### src/pkg/tmr2_map.vh
// Register offsets, field positions and reset values of the capture/reload timer
`ifndef TMR2_MAP_VH
`define TMR2_MAP_VH
// ****************************************
// Register offsets
// ****************************************
`define TMR2_ADDR_CONTROL  8'hc8
`define TMR2_ADDR_MODE     8'hc9
`define TMR2_ADDR_CAP_LOW  8'hca
`define TMR2_ADDR_CAP_HIGH 8'hcb
`define TMR2_ADDR_CNT_LOW  8'hcc
`define TMR2_ADDR_CNT_HIGH 8'hcd
`define TMR2_ADDR_IRQ_STAT 8'hce
`define TMR2_ADDR_IRQ_MASK 8'hcf
// ****************************************
// Control register fields
// ****************************************
`define TMR2_CTL_OVF      7
`define TMR2_CTL_EXT      6
`define TMR2_CTL_RX_BAUD  5
`define TMR2_CTL_TX_BAUD  4
`define TMR2_CTL_TRIG_EN  3
`define TMR2_CTL_RUN      2
`define TMR2_CTL_CNT_SRC  1
`define TMR2_CTL_CAP_SEL  0
// ****************************************
// Mode register fields
// ****************************************
`define TMR2_MOD_CAP_CLR  3
`define TMR2_MOD_CLK_OUT  1
`define TMR2_MOD_DOWN_EN  0
`define TMR2_MOD_MASK     8'h0b
// ****************************************
// Interrupt status fields and reset values
// ****************************************
`define TMR2_IRQ_OVF      0
`define TMR2_IRQ_EXT      1
`define TMR2_IRQ_MASK_ALL 8'h03
`define TMR2_RST_BYTE     8'h00
`define TMR2_RST_WORD     16'h0000
// ****************************************
// Timing
// ****************************************
`define TMR2_BAUD_DIV     2
`define TMR2_SLOW_DIV     12
`endif

### src/verilog/tmr2_timer.v
// Sixteen-bit capture / auto-reload timer with baud time-base and clock-out
// What this block does
// - Overflow flag on wrap or down-count match
// - Hardware sets overflow only without baud selects
// - External flag from trigger edge or down-count overflow
// - External flag raises timer interrupt when enabled
// - Receive baud select picks serial receive time-base
// - Transmit baud select picks serial transmit time-base
// - Baud mode forces auto-reload on every overflow
// - Trigger enable gates trigger pin falling edges
// - Run control stops counting; trigger edges can still reload or auto-clear the count
// - Count source: internal tick or pin edges
// - Baud mode advances every two device clocks
// - Reload mode reloads on up-count overflow or trigger
// - Capture mode copies count on trigger edge
// - Capture auto-clear zeroes count on capture
// - Clock-out active only while enabled
// - Down-count enable and trigger set direction
// - Capture registers hold capture or reload value
`timescale 1ns/1ps
`include "tmr2_map.vh"

module tmr2_timer #(
  parameter SLOW_DIV = `TMR2_SLOW_DIV
) (
  // Clock and reset
  input  wire       clk_sys,
  input  wire       sys_rst,
  // Register port
  input  wire [7:0] reg_addr,
  input  wire [7:0] reg_wdata,
  input  wire       reg_wr,
  input  wire       reg_rd,
  output reg  [7:0] reg_rdata,
  // Pins
  input  wire       count_input_pin,
  input  wire       trigger_pin,
  output reg        clock_out,
  output wire       clock_out_oe,
  // Serial port 0 time-base
  input  wire       timer1_overflow,
  input  wire [1:0] serial_mode,
  output wire       rx_baud_tick,
  output wire       tx_baud_tick,
  // Interrupts
  output wire       timer_irq_req,
  output wire       irq
);

  // ****************************************
  // Registers
  // ****************************************
  reg  [7:0]  control;
  reg  [3:0]  mode_bits;
  reg  [15:0] count;
  reg  [15:0] capture;
  reg  [1:0]  irq_stat;
  reg  [1:0]  irq_mask;
  reg  [1:0]  cin_sync;
  reg  [1:0]  trg_sync;
  reg         cin_last;
  reg         trg_last;
  reg         baud_phase;
  reg  [7:0]  slow_cnt;

  wire overflow_flag         = control[`TMR2_CTL_OVF];
  wire external_edge_flag    = control[`TMR2_CTL_EXT];
  wire rx_baud_sel           = control[`TMR2_CTL_RX_BAUD];
  wire tx_baud_sel           = control[`TMR2_CTL_TX_BAUD];
  wire trigger_enable        = control[`TMR2_CTL_TRIG_EN];
  wire run_control           = control[`TMR2_CTL_RUN];
  wire count_source_select   = control[`TMR2_CTL_CNT_SRC];
  wire capture_reload_select = control[`TMR2_CTL_CAP_SEL];
  wire capture_auto_clear    = mode_bits[3];
  wire clock_out_enable      = mode_bits[1];
  wire down_count_enable     = mode_bits[0];
  wire baud_mode             = rx_baud_sel | tx_baud_sel;

  // ****************************************
  // Pin synchronisers and edge detect
  // ****************************************
  // Count pin: two stages, then one more for the edge; reset to the idle high level
  // so that no false falling edge follows reset
  always @(posedge clk_sys) begin
    if (sys_rst) begin
      cin_sync <= 2'h3;
      cin_last <= 1'b1;
    end else begin
      cin_sync <= {cin_sync[0], count_input_pin};
      cin_last <= cin_sync[1];
    end
  end

  // Trigger pin: same structure; its level also sets the count direction
  always @(posedge clk_sys) begin
    if (sys_rst) begin
      trg_sync <= 2'h3;
      trg_last <= 1'b1;
    end else begin
      trg_sync <= {trg_sync[0], trigger_pin};
      trg_last <= trg_sync[1];
    end
  end

  wire cin_fall  = cin_last & ~cin_sync[1];
  wire trg_level = trg_sync[1];
  // Edges are ignored entirely while generating baud clocks
  wire trg_fall  = trg_last & ~trg_level & trigger_enable & ~baud_mode;

  // ****************************************
  // Tick generation
  // ****************************************
  // Internal tick uses a prescaler; tick rate select is outside this block, so the divider is a parameter
  wire slow_tick = (slow_cnt == SLOW_DIV[7:0] - 8'h01);
  always @(posedge clk_sys) begin
    if (sys_rst)
      slow_cnt <= 8'h00;
    else if (slow_tick)
      slow_cnt <= 8'h00;
    else
      slow_cnt <= slow_cnt + 8'h01;
  end

  // Free-running half-rate phase; baud ticks land on every second clock
  always @(posedge clk_sys) begin
    if (sys_rst)
      baud_phase <= 1'b0;
    else
      baud_phase <= ~baud_phase;
  end

  reg tick;
  always @* begin
    if (!run_control)
      tick = 1'b0;
    else if (baud_mode)
      tick = baud_phase;
    else if (count_source_select)
      tick = cin_fall;
    else
      tick = slow_tick;
  end

  // ****************************************
  // Counting direction and overflow
  // ****************************************
  wire reload_mode = baud_mode | ~capture_reload_select;
  wire count_down  = reload_mode & ~baud_mode & down_count_enable & ~trg_level;
  wire up_wrap     = tick & ~count_down & (count == 16'hffff);
  wire down_match  = tick & count_down & (count == capture);
  wire overflow    = up_wrap | down_match;

  // ****************************************
  // Register writes and count update
  // ****************************************
  // One strobe per register; nothing fires for an unmapped address
  reg wr_ctl;
  reg wr_mode;
  reg wr_capl;
  reg wr_caph;
  reg wr_cntl;
  reg wr_cnth;
  reg wr_stat;
  reg wr_mask;

  always @* begin
    wr_ctl  = 1'b0;
    wr_mode = 1'b0;
    wr_capl = 1'b0;
    wr_caph = 1'b0;
    wr_cntl = 1'b0;
    wr_cnth = 1'b0;
    wr_stat = 1'b0;
    wr_mask = 1'b0;
    if (reg_wr) begin
      case (reg_addr)
        `TMR2_ADDR_CONTROL:  wr_ctl  = 1'b1;
        `TMR2_ADDR_MODE:     wr_mode = 1'b1;
        `TMR2_ADDR_CAP_LOW:  wr_capl = 1'b1;
        `TMR2_ADDR_CAP_HIGH: wr_caph = 1'b1;
        `TMR2_ADDR_CNT_LOW:  wr_cntl = 1'b1;
        `TMR2_ADDR_CNT_HIGH: wr_cnth = 1'b1;
        `TMR2_ADDR_IRQ_STAT: wr_stat = 1'b1;
        `TMR2_ADDR_IRQ_MASK: wr_mask = 1'b1;
        default:             wr_ctl  = 1'b0;
      endcase
    end
  end

  wire do_capture = trg_fall & capture_reload_select & ~baud_mode;
  wire do_reload  = (overflow & reload_mode & ~count_down)
                  | (trg_fall & reload_mode);
  wire hw_ovf_set = overflow & ~baud_mode;
  // Trigger edge sets the external flag; overflow sets it only in up/down mode
  wire hw_ext_set = trg_fall | (overflow & count_down & reload_mode);
  wire sw_ext_set = wr_ctl & reg_wdata[`TMR2_CTL_EXT] & ~external_edge_flag;

  reg [15:0] next_count;
  always @* begin
    next_count = count;
    if (tick)
      next_count = count_down ? count - 16'h0001 : count + 16'h0001;
    if (do_reload)
      next_count = count_down ? 16'hffff : capture;
    if (do_capture & capture_auto_clear)
      next_count = `TMR2_RST_WORD;
    if (wr_cntl)
      next_count = {next_count[15:8], reg_wdata};
    if (wr_cnth)
      next_count = {reg_wdata, next_count[7:0]};
  end

  always @(posedge clk_sys) begin
    if (sys_rst)
      count <= `TMR2_RST_WORD;
    else
      count <= next_count;
  end

  // ****************************************
  // Control register
  // ****************************************
  // Software write lands first; a hardware set in the same cycle wins over a clear
  reg [7:0] next_control;
  always @* begin
    next_control = control;
    if (wr_ctl)
      next_control = reg_wdata;
    if (hw_ovf_set)
      next_control[`TMR2_CTL_OVF] = 1'b1;
    if (hw_ext_set)
      next_control[`TMR2_CTL_EXT] = 1'b1;
  end

  always @(posedge clk_sys) begin
    if (sys_rst)
      control <= `TMR2_RST_BYTE;
    else
      control <= next_control;
  end

  // ****************************************
  // Mode register
  // ****************************************
  // Unused positions are stored as zero so reads stay clean
  always @(posedge clk_sys) begin
    if (sys_rst)
      mode_bits <= 4'h0;
    else if (wr_mode)
      mode_bits <= {reg_wdata[`TMR2_MOD_CAP_CLR], 1'b0, reg_wdata[`TMR2_MOD_CLK_OUT], reg_wdata[`TMR2_MOD_DOWN_EN]};
  end

  // ****************************************
  // Capture / reload register
  // ****************************************
  // A capture edge beats a software write in the same cycle
  reg [15:0] next_capture;
  always @* begin
    next_capture = capture;
    if (wr_capl)
      next_capture[7:0] = reg_wdata;
    if (wr_caph)
      next_capture[15:8] = reg_wdata;
    if (do_capture)
      next_capture = count;
  end

  always @(posedge clk_sys) begin
    if (sys_rst)
      capture <= `TMR2_RST_WORD;
    else
      capture <= next_capture;
  end

  // ****************************************
  // Interrupt status and mask
  // ****************************************
  wire ovf_clr = wr_stat & reg_wdata[`TMR2_IRQ_OVF];
  wire ext_clr = wr_stat & reg_wdata[`TMR2_IRQ_EXT];

  always @(posedge clk_sys) begin
    if (sys_rst) begin
      irq_stat <= 2'h0;
      irq_mask <= 2'h0;
    end else begin
      // Set wins over a write-one-to-clear in the same cycle, so no event is lost
      irq_stat[`TMR2_IRQ_OVF] <= hw_ovf_set | (irq_stat[`TMR2_IRQ_OVF] & ~ovf_clr);
      irq_stat[`TMR2_IRQ_EXT] <= hw_ext_set | sw_ext_set | (irq_stat[`TMR2_IRQ_EXT] & ~ext_clr);
      if (wr_mask)
        irq_mask <= reg_wdata[1:0];
    end
  end

  // ****************************************
  // Clock-out
  // ****************************************
  // Square wave follows overflows, held low while disabled
  always @(posedge clk_sys) begin
    if (sys_rst)
      clock_out <= 1'b0;
    else if (!clock_out_enable)
      clock_out <= 1'b0;
    else if (overflow)
      clock_out <= ~clock_out;
  end

  assign clock_out_oe = clock_out_enable;

  // ****************************************
  // Serial time-base selection
  // ****************************************
  wire var_mode = serial_mode[0];  // Modes 1 and 3 use a variable rate
  assign rx_baud_tick = var_mode & (rx_baud_sel ? overflow : timer1_overflow);
  assign tx_baud_tick = var_mode & (tx_baud_sel ? overflow : timer1_overflow);

  // ****************************************
  // Interrupts
  // ****************************************
  // Processor-side request mirrors the two flags; enable is applied by the interrupt controller
  assign timer_irq_req = overflow_flag | external_edge_flag;
  assign irq = |(irq_stat & irq_mask);

  // ****************************************
  // Read data
  // ****************************************
  // Idle cycles return zero so the port can be OR-ed onto a shared bus
  reg [7:0] next_rdata;
  always @* begin
    next_rdata = 8'h00;
    if (reg_rd) begin
      case (reg_addr)
        `TMR2_ADDR_CONTROL:  next_rdata = control;
        `TMR2_ADDR_MODE:     next_rdata = {4'h0, mode_bits} & `TMR2_MOD_MASK;
        `TMR2_ADDR_CAP_LOW:  next_rdata = capture[7:0];
        `TMR2_ADDR_CAP_HIGH: next_rdata = capture[15:8];
        `TMR2_ADDR_CNT_LOW:  next_rdata = count[7:0];
        `TMR2_ADDR_CNT_HIGH: next_rdata = count[15:8];
        `TMR2_ADDR_IRQ_STAT: next_rdata = {6'h00, irq_stat};
        `TMR2_ADDR_IRQ_MASK: next_rdata = {6'h00, irq_mask};
        default:             next_rdata = 8'h00;
      endcase
    end
  end

  always @(posedge clk_sys) begin
    if (sys_rst)
      reg_rdata <= 8'h00;
    else
      reg_rdata <= next_rdata;
  end

endmodule // tmr2_timer

### config.mk
export PLATFORM = sky130hd
export DESIGN_NAME = tmr2_timer
export DESIGN_NICKNAME = d
export VERILOG_FILES = /design/src/verilog/tmr2_timer.v
export VERILOG_INCLUDE_DIRS = /design/src /design/src/pkg
export SDC_FILE = /design/constraint.sdc
export NUM_CORES = 1
export LEC_CHECK = 0
export ABC_AREA = 1
export BUFFER_PORTS_ARGS = -buffer_cell sky130_fd_sc_hd__buf_2
export CORE_ASPECT_RATIO = 1.75
export CORE_MARGIN = 5
export CORE_UTILIZATION = 45
export DETAILED_ROUTE_END_ITERATION = 10
export MAX_ROUTING_LAYER = met4
export REMOVE_ABC_BUFFERS = 1
export SETUP_SLACK_MARGIN = 0.4
export SLEW_MARGIN = 20
export SYNTH_ARGS = -nofsm -noshare
export SYNTH_HDL_FRONTEND = slang
export SYNTH_SLANG_ARGS = --single-unit
### constraint.sdc
create_clock -name clk_sys -period 5.25 [get_ports clk_sys]
set_input_delay 0.525 -clock clk_sys [delete_from_list [all_inputs] [get_ports clk_sys]]
set_output_delay 0.525 -clock clk_sys [all_outputs]
set_load 0.01 [all_outputs]
==> results.txt <==
clock network power share - 0.497
Clock Sinks - 71
vias - 5645
Synth Cell Area - 0.00513 sq mm
syn_area_per_cell - 6.18 sq um
global-route wire length before repair - 29.4 mm
Post-Syn Instances - 831
Net Sw Frac - 0.246
root buf cell - clkbuf_16
skew final - 12.3 ps
Worst Path Arrival - 3480 ps
drt initial violations - 378
WL final - 18.9 mm
DR WL/cell - 18.8 um
Max Freq - 0.308 GHz
worst slack at placement - 2020 ps
initial core utilization - 0.460
sequential power share - 0.453
Max FO, Critical Path - 34
initial antenna violation count - 0
Comb pwr share - 0.050
biggest area consumer among synthesized cells - dfxtp_1
pins over their slew limit - 0
Worst Max-Slew Pin Slew - 994 ps
Max-Cap Viols - 0
antenna-violating nets left - 0
Post-synth EDFFs - 0
grt total ovfl - 0
RD Place Congestion - 0.985
hold-critical path endpoint - trg_sync[0]
gr usage total - 0.286
FF-to-FF path depth - 15
r2r startpoint - control[4]
CTS resizes - 0
post-layout min period - 3250 ps
share of cells above drive strength 1 - 0.110
Power Density - 212 mW/mm^2
Final period util - 0.619
input/output buffers - 37
via density per instance - 5.64
Final WS setup - 2000 ps
Final Setup Violations - 0
postcts setup bufs - 0
Area Overhead vs Synth - 11.0%
core footprint - 0.0112 sq mm
hold path cells - 2
Worst EP required - 5480 ps
Synth warnings - 0
fin nets - 905
worst hold slack - 367 ps
Post-Layout Cell Count - 1001
post-synth top area share - 0.277
Switching Power - 0.298 mW
ys async rst share - 0
drt pass-1 iters - 7
VDD IR max - 0.235 mV
H-tree depth - 3
sequential share of the synthesized area - 0.277
final hold violation count - 0
Seq cells post-synth - 71
Setup Total Neg Slack - 0 ps
chip width - 90.7 um
Site Rows - 51
Num CTS Buffers - 9
Die ar. - 0.0137 sq mm
# IOs - 39
endpoint type of the worst setup path - flip-flop
P_leak - 2.61 nW
Hold Crit Start - trigger_pin
Inserted Diodes - 0
latest clock arrival within the worst-skew pair - 340 ps
max_slew headroom - 0.332
pin count of the biggest net entering global routing - 36
R2R Setup Slk - 2000 ps
outcome - finished clean
Chip Height - 151 um
ys flop type - dfxtp_1
DP Cell Count - 985
RSZ-0062 raised after global routing - no
number of global-route vias before repair - 5495
Netlist cell types - 35
final core utilization - 0.510
CTS tree - done
hold buffer count at CTS - 0
internal power - 0.910 mW
end of the worst register-to-register path - count[14]
clock transition at the registers of the reported paths - 70 ps
placed wire-length estimate - 15.1 mm
Hold Path Class - in -> reg
drc violations - 0
Critical Path Source Type - flip-flop
critical setup path kind - reg -> reg
Area contributors post-synth - dfxtp_1, nand2_1, inv_1
Max Root-Sink Buffers - 2
## critical path, stage by stage (launching register included)
cell	delay, ps
dfxtp_1	390
nor2_4	210
nand2_2	90
nor2_4	710
inv_2	200
fa_1	470
inv_1	130
nand2_1	60
o211ai_1	170
nand3b_1	200
nand2_1	100
nand2_1	50
nand2_1	70
nand3_1	80
nand3_1	130
a21oi_2	60
## state kept, by name, summed over array words and instances (netlist names)
signal      count
clock_out       1
irq_stat        2
reg_rdata       8
trg_sync        2
mode_bits       3
count          16
control         8
baud_phase      1
trg_last        1
slow_cnt        8
irq_mask        2
cin_sync        2
capture        16
cin_last        1
## power groups by stage
stage | Combinational (mW) | Clock [mW] | Sequential, mW
after global placement | 0.0588 | 0 | 0.559
after global routing | 0.0657 | 0.639 | 0.547
after floorplan | 0.0266 | 0 | 0.558
after detailed placement | 0.0599 | 0 | 0.559
after CTS | 0.0600 | 0.609 | 0.547
final | 0.0604 | 0.601 | 0.547
## cells in the final DEF (no fill, tap or decap), types with 4 or more instances in the layout
cell and n:
a21oi_1 48, a21oi_2 15, a31oi_1 4, buf_2 37, clkbuf_16 9, dfxtp_1 71, ha_1 15, inv_1 115
inv_2 7, nand2_1 217, nand3_1 77, nand3b_1 4, nand4_1 23, nor2_1 96, nor3_1 12, o211ai_1 4
o21ai_0 40, o21bai_1 4, o22ai_1 14, or2_2 6, xnor2_1 9, xor2_1 9
## kinds of logic after synthesis
logic type      after synthesis  synth area share
compound gates              135             0.154
xor+xnor                     18            0.0307
fa+ha+maj                    16            0.0405
buf+inv                     141             0.110
flops                        71             0.277
simple gates                450             0.388
## layer usage
layer,share of wire,GRT usage,up-vias
met5,0,-,-
met4,0.079,0.206,0
met3,0.037,0.0333,68
met2,0.52,0.513,197
met1,0.36,0.283,2607
li1,-,-,2773
## layout make-up
cell class	instances	area [sq um]
fill	1199	5470
tap	132	165
inverter	123	462
clock inverter	5	40.0
multi-input combinational	619	3150
clock buffer	11	253
sequential	71	1420
timing repair buffer	40	208
## worst max-delay path by stage
stage,start,slack [ps],cells past startpoint,end
after detailed placement,control[4],2020,15,count[14]
after CTS,control[4],1990,15,count[14]
after floorplan,control[4],2720,14,count[12]
final,control[4],2000,15,count[14]
after global placement,control[4],2080,14,count[12]
after global routing,control[4],1760,15,count[14]
## Yosys cell counts, types with 12 or more instances
cell and n:
o22ai_1 14, ha_1 15, inv_1 115, nor2_1 96
dfxtp_1 71, a21oi_1 48, nand2_1 217, a21oi_2 15
nor3_1 12, o21ai_0 40, nand4_1 23, nand3_1 77
## metrics by stage
step / cell area (sq um) / power (mW)
after floorplan: 5030 / 0.584
after global placement: 5410 / 0.617
after detailed placement: 5410 / 0.619
after CTS: 5700 / 1.22
after global routing: 5700 / 1.25
final: 5700 / 1.21
Note: power is estimated with default switching activity, not from simulation.
